===== config.mk =====
export PLATFORM = sky130hd
export DESIGN_NAME = rld_deser_out
export DESIGN_NICKNAME = d
export VERILOG_FILES = /design/src/rtl/rld_pkg.sv /design/src/rtl/rld_deser_out.sv /design/src/rtl/rld_word_hist.sv
export SDC_FILE = /design/constraint.sdc
export NUM_CORES = 1
export LEC_CHECK = 0
export BUFFER_PORTS_ARGS = -buffer_cell sky130_fd_sc_hd__buf_2
export CORE_MARGIN = 2
export CORE_UTILIZATION = 30
export CTS_CLUSTER_DIAMETER = 50
export DETAILED_ROUTE_END_ITERATION = 6
export GPL_TIMING_DRIVEN = 0
export SYNTH_ARGS = -nofsm -noshare
export SYNTH_HDL_FRONTEND = slang
export SYNTH_HIERARCHICAL = 1
export SYNTH_SLANG_ARGS = --single-unit
export TNS_END_PERCENT = 100

===== constraint.sdc =====
create_clock -name CLK_SYS -period 3.62 [get_ports CLK_SYS]
set_clock_uncertainty 0.05 [all_clocks]
set_input_delay 0.181 -clock CLK_SYS [delete_from_list [all_inputs] [get_ports CLK_SYS]]
set_output_delay 0.181 -clock CLK_SYS [all_outputs]
set_load 0.005 [all_outputs]

===== src/rtl/rld_pkg.sv =====
// package: constants, states and carriers of the random lock deserializer output block
package rld_pkg;
    // word framing on the serial line: clock bit 1, ten data bits, clock bit 0
    localparam int WORD_W = 10;
    localparam int CNT_W = 4;
    localparam logic [3:0] CNT_LAST = 4'hB;
    localparam logic [3:0] CNT_RISE = 4'h0;
    localparam logic [3:0] CNT_FALL = 4'h6;
    localparam logic [3:0] CNT_RST = 4'h0;
    // word counts for lock acquisition and loss
    localparam logic [2:0] LOCK_GOOD_WORDS = 3'h4;
    localparam logic [2:0] LOSS_BAD_WORDS = 3'h4;
    // history of received words, enough for the five to resend after a loss
    localparam int HIST_AW = 3;
    localparam int HIST_DEPTH = 8;
    // synchronised pins
    localparam int NSYNC = 6;
    // register map
    localparam int ADDR_W = 8;
    localparam logic [7:0] OFS_CTRL = 8'h00;
    localparam logic [7:0] OFS_STATUS = 8'h04;
    localparam logic [7:0] OFS_INT_STAT = 8'h08;
    localparam logic [7:0] OFS_INT_MASK = 8'h0C;
    localparam logic [7:0] OFS_LAST_WORD = 8'h10;
    localparam logic [2:0] OFS_HIST_PAGE = 3'h1;
    // interrupt bits
    localparam int INT_W = 4;
    localparam int INT_LOCK_GAIN = 0;
    localparam int INT_LOCK_LOST = 1;
    localparam int INT_BAD_WORD = 2;
    localparam int INT_POWERDOWN_N = 3;
    // reset values
    localparam logic [1:0] CTRL_RST = 2'h0;
    localparam logic [3:0] INT_RST = 4'h0;
    localparam logic [9:0] WORD_RST = 10'h000;
    localparam logic [2:0] CNT3_RST = 3'h0;

    typedef enum logic [1:0] {
        ST_HUNT = 2'b00,
        ST_VERIFY = 2'b01,
        ST_LOCKED = 2'b10
    } rld_state_e;

    typedef struct packed {
        logic wr;
        logic rd;
        logic [7:0] addr;
        logic [31:0] wdata;
    } rld_bus_req_s;

    typedef struct packed {
        logic [9:0] word;
        logic word_oe_n;
        logic rclk;
        logic rclk_oe_n;
        logic lock_n;
        logic lock_oe_n;
    } rld_par_out_s;
endpackage


===== src/rtl/rld_deser_out.sv =====
// deserializer framing, lock control and gated parallel outputs
// Notes on behaviour
// - parallel words are launched with the rising recovered clock edge when edge select is high, falling when low.
// - powerdown low stops the recovery loop and floats recovered clock, lock and data outputs.
// - the active-low lock output is low while locked and high while unlocked.
// - output enable low floats data and recovered clock, and lock subject to its own timing.
// - the recovered clock runs at the word rate, is framed on the embedded clock bits and strobes the data.
// - if locked when output enable falls, lock floats on the next reference clock rising edge.
// - if unlocked when output enable falls, lock keeps driving high and goes low when lock comes.
// - loss of lock is signalled after four consecutive invalid words (bad clock bits or an equal-leg bit), or at once on a resync write or on powerdown.
// - data outputs stay floating after power-up until a lock has been reached.
//
// The register offsets and the strobed register port are this design's own decisions.
`timescale 1ns/10ps
module rld_deser_out
    import rld_pkg::*;
(
    // clock and reset
    input wire logic CLK_SYS,
    input wire logic RST_N,
    // serial link and reference
    input wire logic SERIAL_IN_POS,
    input wire logic SERIAL_IN_NEG,
    input wire logic LOCAL_REFERENCE_CLOCK,
    // control pins
    input wire logic EDGE_SELECT_RISING,
    input wire logic OUTPUT_ENABLE,
    input wire logic POWERDOWN_N,
    // parallel side
    output rld_par_out_s PAR_OUT,
    // register port
    input rld_bus_req_s BUS_REQ,
    output logic [31:0] BUS_RDATA,
    output logic IRQ
);
    logic [NSYNC-1:0] pin_in;
    logic [NSYNC-1:0] sync1_q;
    logic [NSYNC-1:0] sync2_q;
    logic pos_s, neg_s, ref_s, edge_s, ren_s, active;
    logic ref_d1_q, ren_d1_q, active_d1_q;
    logic line_ok, rx_bit;
    logic [11:0] sh_q, sh_d;
    logic bad_acc_q;
    logic frame_valid, at_last;
    logic [CNT_W-1:0] cnt_q, cnt_d;
    rld_state_e state_q;
    logic [2:0] good_q, bad_q;
    logic locked, locked_d1_q;
    logic [WORD_W-1:0] word_rx, word_q, out_q;
    logic rclk_q, seen_lock_q;
    logic word_oe_n_q, rclk_oe_n_q, lock_n_q, lock_oe_n_q;
    logic tri_pend_q, lock_tri_q;
    logic [1:0] ctrl_q;
    logic resync_q;
    logic [INT_W-1:0] int_stat_q, int_mask_q, int_ev;
    logic [31:0] rd_data_q;
    logic hist_rd_q;
    logic hist_we;
    logic [HIST_AW-1:0] wp_q, hist_raddr;
    logic [WORD_W-1:0] hist_rdata;
    logic wr_ctrl, wr_stat, wr_mask, lock_lost_ev;

    // every pin crosses two flops before use
    assign pin_in = {SERIAL_IN_POS, SERIAL_IN_NEG, LOCAL_REFERENCE_CLOCK,
                     EDGE_SELECT_RISING, OUTPUT_ENABLE, POWERDOWN_N};

    genvar gi;
    generate
        for (gi = 0; gi < NSYNC; gi++) begin : g_sync
            always_ff @(posedge CLK_SYS) begin
                if (!RST_N) begin
                    sync1_q[gi] <= 1'b0;
                    sync2_q[gi] <= 1'b0;
                end else begin
                    sync1_q[gi] <= pin_in[gi];
                    sync2_q[gi] <= sync1_q[gi];
                end
            end
        end
    endgenerate

    assign pos_s = sync2_q[5];
    assign neg_s = sync2_q[4];
    assign ref_s = sync2_q[3];
    assign edge_s = sync2_q[2];
    assign ren_s = sync2_q[1];
    assign active = sync2_q[0];

    always_ff @(posedge CLK_SYS) begin
        if (!RST_N) begin
            ref_d1_q <= 1'b0;
            ren_d1_q <= 1'b0;
            active_d1_q <= 1'b0;
            locked_d1_q <= 1'b0;
        end else begin
            ref_d1_q <= ref_s;
            ren_d1_q <= ren_s;
            active_d1_q <= active;
            locked_d1_q <= locked;
        end
    end

    // equal legs mean an idle or broken line; such a bit spoils its word
    assign line_ok = pos_s ^ neg_s;
    assign rx_bit = pos_s;
    assign sh_d = {sh_q[10:0], rx_bit};
    assign at_last = (cnt_q == CNT_LAST);
    // frame is valid when both embedded clock bits sit where expected and no bit of the word had equal legs
    assign frame_valid = sh_d[11] & ~sh_d[0] & ~bad_acc_q & line_ok;

    always_ff @(posedge CLK_SYS) begin
        if (!RST_N || !active) begin
            sh_q <= 12'h000;
            bad_acc_q <= 1'b0;
        end else begin
            sh_q <= sh_d;
            bad_acc_q <= at_last ? 1'b0 : (bad_acc_q | ~line_ok);
        end
    end

    // bit counter; in hunt a valid frame re-aligns it
    always_comb begin
        if (!active) begin
            cnt_d = CNT_RST;
        end else if (state_q == ST_HUNT && frame_valid) begin
            cnt_d = CNT_RST;
        end else if (at_last) begin
            cnt_d = CNT_RST;
        end else begin
            cnt_d = cnt_q + 4'h1;
        end
    end

    always_ff @(posedge CLK_SYS) begin
        if (!RST_N) begin
            cnt_q <= CNT_RST;
        end else begin
            cnt_q <= cnt_d;
        end
    end

    // lock state machine
    always_ff @(posedge CLK_SYS) begin
        if (!RST_N || !active || resync_q) begin
            state_q <= ST_HUNT;
            good_q <= CNT3_RST;
            bad_q <= CNT3_RST;
        end else begin
            case (state_q)
                ST_HUNT: begin
                    if (frame_valid) begin
                        state_q <= ST_VERIFY;
                        good_q <= CNT3_RST;
                    end
                end
                ST_VERIFY: begin
                    if (at_last) begin
                        if (!frame_valid) begin
                            state_q <= ST_HUNT;
                        end else if (good_q + 3'h1 == LOCK_GOOD_WORDS) begin
                            state_q <= ST_LOCKED;
                            bad_q <= CNT3_RST;
                        end else begin
                            good_q <= good_q + 3'h1;
                        end
                    end
                end
                ST_LOCKED: begin
                    if (at_last) begin
                        if (frame_valid) begin
                            bad_q <= CNT3_RST;
                        end else if (bad_q + 3'h1 == LOSS_BAD_WORDS) begin
                            state_q <= ST_HUNT;
                        end else begin
                            bad_q <= bad_q + 3'h1;
                        end
                    end
                end
                default: begin
                    state_q <= ST_HUNT;
                end
            endcase
        end
    end

    assign locked = (state_q == ST_LOCKED);

    // first data bit arrives first, so it lands in the oldest data position
    generate
        for (gi = 0; gi < WORD_W; gi++) begin : g_rev
            assign word_rx[gi] = sh_d[10-gi];
        end
    endgenerate

    always_ff @(posedge CLK_SYS) begin
        if (!RST_N) begin
            word_q <= WORD_RST;
        end else if (at_last && frame_valid && state_q != ST_HUNT) begin
            word_q <= word_rx;
        end
    end

    // word-rate clock plus output launch on the chosen edge; one word per period
    always_ff @(posedge CLK_SYS) begin
        if (!RST_N || !active) begin
            rclk_q <= 1'b0;
            out_q <= WORD_RST;
        end else begin
            rclk_q <= (cnt_d < CNT_FALL);
            if (cnt_d == (edge_s ? CNT_RISE : CNT_FALL)) begin
                out_q <= word_q;
            end
        end
    end

    // data stay floating from power-up until the first lock
    always_ff @(posedge CLK_SYS) begin
        if (!RST_N || !active) begin
            seen_lock_q <= 1'b0;
        end else if (locked) begin
            seen_lock_q <= 1'b1;
        end else if (lock_lost_ev && bad_acc_q) begin
            seen_lock_q <= 1'b0;
        end
    end

    // lock pin float decision is taken once, at the fall of output enable
    always_ff @(posedge CLK_SYS) begin
        if (!RST_N || !active || ren_s) begin
            tri_pend_q <= 1'b0;
            lock_tri_q <= 1'b0;
        end else if (ren_d1_q) begin
            tri_pend_q <= locked;
        end else if (tri_pend_q && ref_s && !ref_d1_q) begin
            tri_pend_q <= 1'b0;
            lock_tri_q <= 1'b1;
        end
    end

    always_ff @(posedge CLK_SYS) begin
        if (!RST_N) begin
            word_oe_n_q <= 1'b1;
            rclk_oe_n_q <= 1'b1;
            lock_oe_n_q <= 1'b1;
            lock_n_q <= 1'b1;
        end else begin
            word_oe_n_q <= ~(active & ren_s & seen_lock_q);
            rclk_oe_n_q <= ~(active & ren_s);
            lock_oe_n_q <= ~(active & ~lock_tri_q);
            lock_n_q <= ~locked;
        end
    end

    assign PAR_OUT.word = out_q;
    assign PAR_OUT.word_oe_n = word_oe_n_q;
    assign PAR_OUT.rclk = rclk_q;
    assign PAR_OUT.rclk_oe_n = rclk_oe_n_q;
    assign PAR_OUT.lock_n = lock_n_q;
    assign PAR_OUT.lock_oe_n = lock_oe_n_q;

    // history so software can tell the sender what to resend after a loss
    assign hist_we = at_last && frame_valid && locked && !ctrl_q[1];
    assign hist_raddr = wp_q - 3'h1 - BUS_REQ.addr[4:2];

    always_ff @(posedge CLK_SYS) begin
        if (!RST_N) begin
            wp_q <= 3'h0;
        end else if (hist_we) begin
            wp_q <= wp_q + 3'h1;
        end
    end

    rld_word_hist u_hist (
        .clk(CLK_SYS),
        .wr_en(hist_we),
        .wr_addr(wp_q),
        .wr_data(word_rx),
        .rd_addr(hist_raddr),
        .rd_data(hist_rdata)
    );

    // register writes
    assign wr_ctrl = BUS_REQ.wr && BUS_REQ.addr == OFS_CTRL;
    assign wr_stat = BUS_REQ.wr && BUS_REQ.addr == OFS_INT_STAT;
    assign wr_mask = BUS_REQ.wr && BUS_REQ.addr == OFS_INT_MASK;

    always_ff @(posedge CLK_SYS) begin
        if (!RST_N) begin
            ctrl_q <= CTRL_RST;
            resync_q <= 1'b0;
            int_mask_q <= INT_RST;
        end else begin
            resync_q <= wr_ctrl & BUS_REQ.wdata[0];
            if (wr_ctrl) begin
                ctrl_q <= {BUS_REQ.wdata[1], 1'b0};
            end
            if (wr_mask) begin
                int_mask_q <= BUS_REQ.wdata[INT_W-1:0];
            end
        end
    end

    // events; a new event wins over a simultaneous write-one clear
    assign lock_lost_ev = locked_d1_q & ~locked;
    always_comb begin
        int_ev = INT_RST;
        int_ev[INT_LOCK_GAIN] = locked & ~locked_d1_q;
        int_ev[INT_LOCK_LOST] = lock_lost_ev;
        int_ev[INT_BAD_WORD] = locked & at_last & ~frame_valid;
        int_ev[INT_POWERDOWN_N] = active_d1_q & ~active;
    end

    always_ff @(posedge CLK_SYS) begin
        if (!RST_N) begin
            int_stat_q <= INT_RST;
        end else begin
            int_stat_q <= (int_stat_q & ~(wr_stat ? BUS_REQ.wdata[INT_W-1:0] : INT_RST))
                          | int_ev;
        end
    end

    assign IRQ = |(int_stat_q & int_mask_q);

    // read data stand only in the cycle after the strobe
    always_ff @(posedge CLK_SYS) begin
        if (!RST_N) begin
            rd_data_q <= 32'h0000_0000;
            hist_rd_q <= 1'b0;
        end else begin
            rd_data_q <= 32'h0000_0000;
            hist_rd_q <= BUS_REQ.rd && BUS_REQ.addr[7:5] == OFS_HIST_PAGE;
            if (BUS_REQ.rd) begin
                case (BUS_REQ.addr)
                    OFS_CTRL: rd_data_q <= {30'h0000_0000, ctrl_q};
                    OFS_STATUS: begin
                        rd_data_q <= {20'h0_0000, good_q, bad_q, active, ren_s,
                                      state_q, seen_lock_q, locked};
                    end
                    OFS_INT_STAT: rd_data_q <= {28'h000_0000, int_stat_q};
                    OFS_INT_MASK: rd_data_q <= {28'h000_0000, int_mask_q};
                    OFS_LAST_WORD: rd_data_q <= {22'h00_0000, word_q};
                    default: rd_data_q <= 32'h0000_0000;
                endcase
            end
        end
    end

    assign BUS_RDATA = hist_rd_q ? {22'h00_0000, hist_rdata} : rd_data_q;
endmodule


===== src/rtl/rld_word_hist.sv =====
// memory of the most recent received words, registered read
`timescale 1ns/10ps
module rld_word_hist
    import rld_pkg::*;
(
    // clock
    input wire logic clk,
    // write side
    input wire logic wr_en,
    input wire logic [HIST_AW-1:0] wr_addr,
    input wire logic [WORD_W-1:0] wr_data,
    // read side
    input wire logic [HIST_AW-1:0] rd_addr,
    output logic [WORD_W-1:0] rd_data
);
    logic [WORD_W-1:0] mem [HIST_DEPTH];

    always_ff @(posedge clk) begin
        if (wr_en) begin
            mem[wr_addr] <= wr_data;
        end
    end

    always_ff @(posedge clk) begin
        rd_data <= mem[rd_addr];
    end
endmodule


==> results.sh <==
export IMPL_grt_ovfl_total=0
export IMPL_grt_use_total=0.127
export IMPL_drt_first_pass_iters=4
export IMPL_drive_gt1_frac=0.231
export IMPL_instances_no_fill=995
export IMPL_worstSkewPairLatency_ps=430
export IMPL_wl_per_cell_microns=16.0
export IMPL_synth_cell_area_sq_um=7420
export IMPL_async_reset_ff_frac=0
export IMPL_slowest_stage="nor2_1"
export IMPL_place_congestion=0.741
export IMPL_nets=716
export IMPL_worst_slew_pin_slew_ps=1220
export IMPL_worstSetupEndpointType="flip-flop"
export IMPL_finalHoldViolations=0
export IMPL_root_buffer="clkbuf_16"
export IMPL_final_max_slew_viol_count=0
export IMPL_io_buffers=48
export IMPL_grt_pass1_wl_mm=24.8
export IMPL_antenna_found_initial=0
export IMPL_sequentialPowerShare=0.533
export IMPL_route_detailed_drc=0
export IMPL_peakVddDrop_v=0.000243
export IMPL_postCtsSetupBuffers=0
export IMPL_switching_share=0.215
export IMPL_use_met2=0.190
export IMPL_reg2reg_slack_ps=500
export IMPL_ys_types=60
export IMPL_r2r_end="u_hist/mem[5][7]"
export IMPL_diodes=0
export IMPL_endpoint="u_hist/mem[5][7]"
export IMPL_htreeDepth=4
export IMPL_relSlewSlack=0.182
export IMPL_cts_num_sinks=184
export IMPL_hold_depth=3
export IMPL_place_detailed_hpwl_mm=11.1
export IMPL_startpoint_type="flip-flop"
export IMPL_final_antenna_net_count=0
export IMPL_start_util=0.305
export IMPL_period_needed_ps=3120
export IMPL_core_sq_um=24300
export IMPL_worst_ep_arrival_time_ps=3110
export IMPL_setup_violations=0
export IMPL_maxCapViolCount=0
export IMPL_required_ps=3620
export IMPL_syn2layout_area_growth_pct=19.4
export IMPL_total_power_mw=4.06
export IMPL_worstSetupPathType="flip-flop to flip-flop"
export IMPL_die_y_microns=161
export IMPL_power_density_nw_per_um2=458
export IMPL_final_util=0.364
export IMPL_holdWs_ps=76.1
export IMPL_period_share=0.861
export IMPL_synth_edf_count=80
export IMPL_p_leak_nw=3.66
export IMPL_reg2reg_depth=5
export IMPL_r2r_start="cnt_q[0]"
export IMPL_ys_flop_type="dfxtp_1"
export IMPL_busiest_layer="met2"
export IMPL_drtIter0Drc=299
export IMPL_fmax_mhz=321
export IMPL_grt_util_met1=0.173
export IMPL_pwr_share_clk=0.436
export IMPL_p_int_mw=3.18
export IMPL_crit_chain="ha_1 -> nand3b_4 -> nor4_2 -> nand2_1 -> nor2_1"
export IMPL_cts_buffers=17
export IMPL_yosys_warnings=6
export IMPL_grt_max_degree=17
export IMPL_num_rows=57
export IMPL_rsz0062_at_grt="no"
export IMPL_ioPinCount=98
export IMPL_cts_tree="done"
export IMPL_crit_fanout=10
export IMPL_drt_total_wl_mm=15.9
export IMPL_p_switching_mw=0.873
export IMPL_hp_class="primary input to flip-flop"
export IMPL_cts_clk_slew_worst_paths_ps=70
export IMPL_vias_per_cell=4.53
export IMPL_synth_area_per_cell_sq_um=13.3
export IMPL_yosysSeqAreaShare=0.604
export IMPL_critPathLaunch="cnt_q[0]"
export IMPL_die_area_sq_um=26000
export IMPL_combPwrFrac=0.031
export IMPL_synth_seq_cells=184
export IMPL_synthCells=558
export IMPL_status="finished, final reports clean"
export IMPL_max_stage_delay_ps=980
export IMPL_use_met3=0.0331
export IMPL_placed_cells=951
export IMPL_vias=4507
export IMPL_first_global_vias=4398
export IMPL_dieWidth_microns=161
export IMPL_clock_path_buffers=2
[flip-flops by register name, indices dropped and copies added (netlist names), 2 cells and up]
signal,flops
bad_q,3
cnt_q,4
good_q,3
int_mask_q,4
int_stat_q,4
out_q,10
rd_data_q,12
sh_q,11
state_q,2
sync1_q,6
u_hist/mem,80
u_hist/rd_data,10
word_q,10
wp_q,3
[how the worst min path moves through the flow]
stage | start | slack (ps) | endpoint
2_1_floorplan | BUS_REQ[38] | 210 | hist_rd_q
3_3_place_gp | BUS_REQ[38] | 320 | hist_rd_q
3_5_place_dp | BUS_REQ[38] | 320 | hist_rd_q
4_1_cts | BUS_REQ[36] | 60 | rd_data_q[1]
5_1_grt | BUS_REQ[36] | 90 | rd_data_q[1]
6_report | BUS_REQ[36] | 80 | rd_data_q[1]
[layout by cell type (no fill, tap or decap), types with 4 or more instances in the layout]
master and n:
xnor2_1 4, clkbuf_16 18, a21oi_1 26, nor3_1 10
and3_1 17, nand2b_1 10, mux4_1 20, nand2_1 19
nor2b_1 4, clkbuf_1 13, and2_1 16, o21ai_0 4
nand3_1 19, edfxtp_1 80, o21ai_1 16, buf_2 51
buf_4 25, conb_1 20, dlygate4sd3_1 12, a22oi_1 11
mux2_2 20, buf_6 10, nor2_1 48, mux2i_1 20
inv_1 7, dfxtp_1 104, ha_1 7
[power groups by stage]
stage | Combinational [mW] | Clock, mW | Sequential (mW)
final | 0.125 | 1.77 | 2.16
after global routing | 0.136 | 1.89 | 2.16
after CTS | 0.126 | 1.81 | 2.16
after detailed placement | 0.116 | 0 | 2.21
after global placement | 0.116 | 0 | 2.21
after floorplan | 0.0783 | 0 | 2.21
[worst max-delay path, delay by kind of cell (launching register included)]
family                   cells  cell delay, ps
AND/OR/NAND/NOR              4            1920
flip-flops                   1             410
adder cells (fa/ha/maj)      1             350
[synthesized netlist by cell type, types with 2 or more instances]
cell type,number,area (sq um)
mux4_1,20,526
buf_1,2,7.51
nand3_1,19,95.1
mux2i_1,20,200
nor3b_1,2,15.0
o21ai_1,16,80.1
buf_6,8,90.1
buf_4,25,188
nand2_1,19,71.3
nor3_1,12,60.1
or3_1,2,12.5
nand2b_1,10,62.6
dfxtp_1,104,2080
or4b_1,2,20.0
and2_1,16,100
nand4_1,2,12.5
mux2_2,20,225
edfxtp_1,80,2400
inv_1,7,26.3
xnor2_1,4,35.0
a21bo_1,2,20.0
a21oi_1,26,130
and3_1,17,106
nor2_1,48,180
nor2b_1,4,25.0
o21ai_0,4,20.0
buf_2,3,15.0
clkbuf_1,11,41.3
ha_1,7,87.6
a22oi_1,11,82.6
o21a_1,2,15.0
xor2_1,3,26.3
o2bb2ai_1,3,26.3
[what timing repair did]
action	CTS	global route
gates resized for setup	0	0
hold buffers	12	0
hold endpoints to repair	15	0
[logic make-up (layout without fill, tap and decap cells)]
family	after synthesis	count (layout)	synth area share
flip-flops	184	184	0.604
AND/OR/NAND/NOR	166	166	0.126
buffers and inverters	59	153	0.0524
XOR/XNOR	7	7	0.00826
other	1	20	0.000505
adder cells (fa/ha/maj)	8	8	0.0145
multiplexers	61	61	0.131
AO/OA/AOI/OAI	72	72	0.0629
[routing by layer]
layer / routed length (microns) / part of all wire
met3: 961 / 0.060
met2: 6980 / 0.44
met1: 7670 / 0.48
met4: 318 / 0.020
met5: 0 / 0
[through the flow]
stage | cell area (sq um) | TNS, ps | setup WS, ps
final | 8860 | 0 | 504
after global routing | 8860 | 0 | 246
after CTS | 8860 | 0 | 462
after detailed placement | 8170 | 0 | 473
after global placement | 8140 | -399 | -40.8
after floorplan | 7490 | 0 | 1030
[final cells by class]
cell class / count / area (sq um)
Inverter: 9 / 33.8
Tap cell: 324 / 405
Clock buffer: 22 / 485
Fill cell: 2330 / 15500
Multi-Input combinational cell: 334 / 2630
Buffer: 50 / 355
Timing Repair Buffer: 62 / 383
Sequential cell: 184 / 4480
Clock inverter: 10 / 82.6
(Power assumes the default switching activity.)
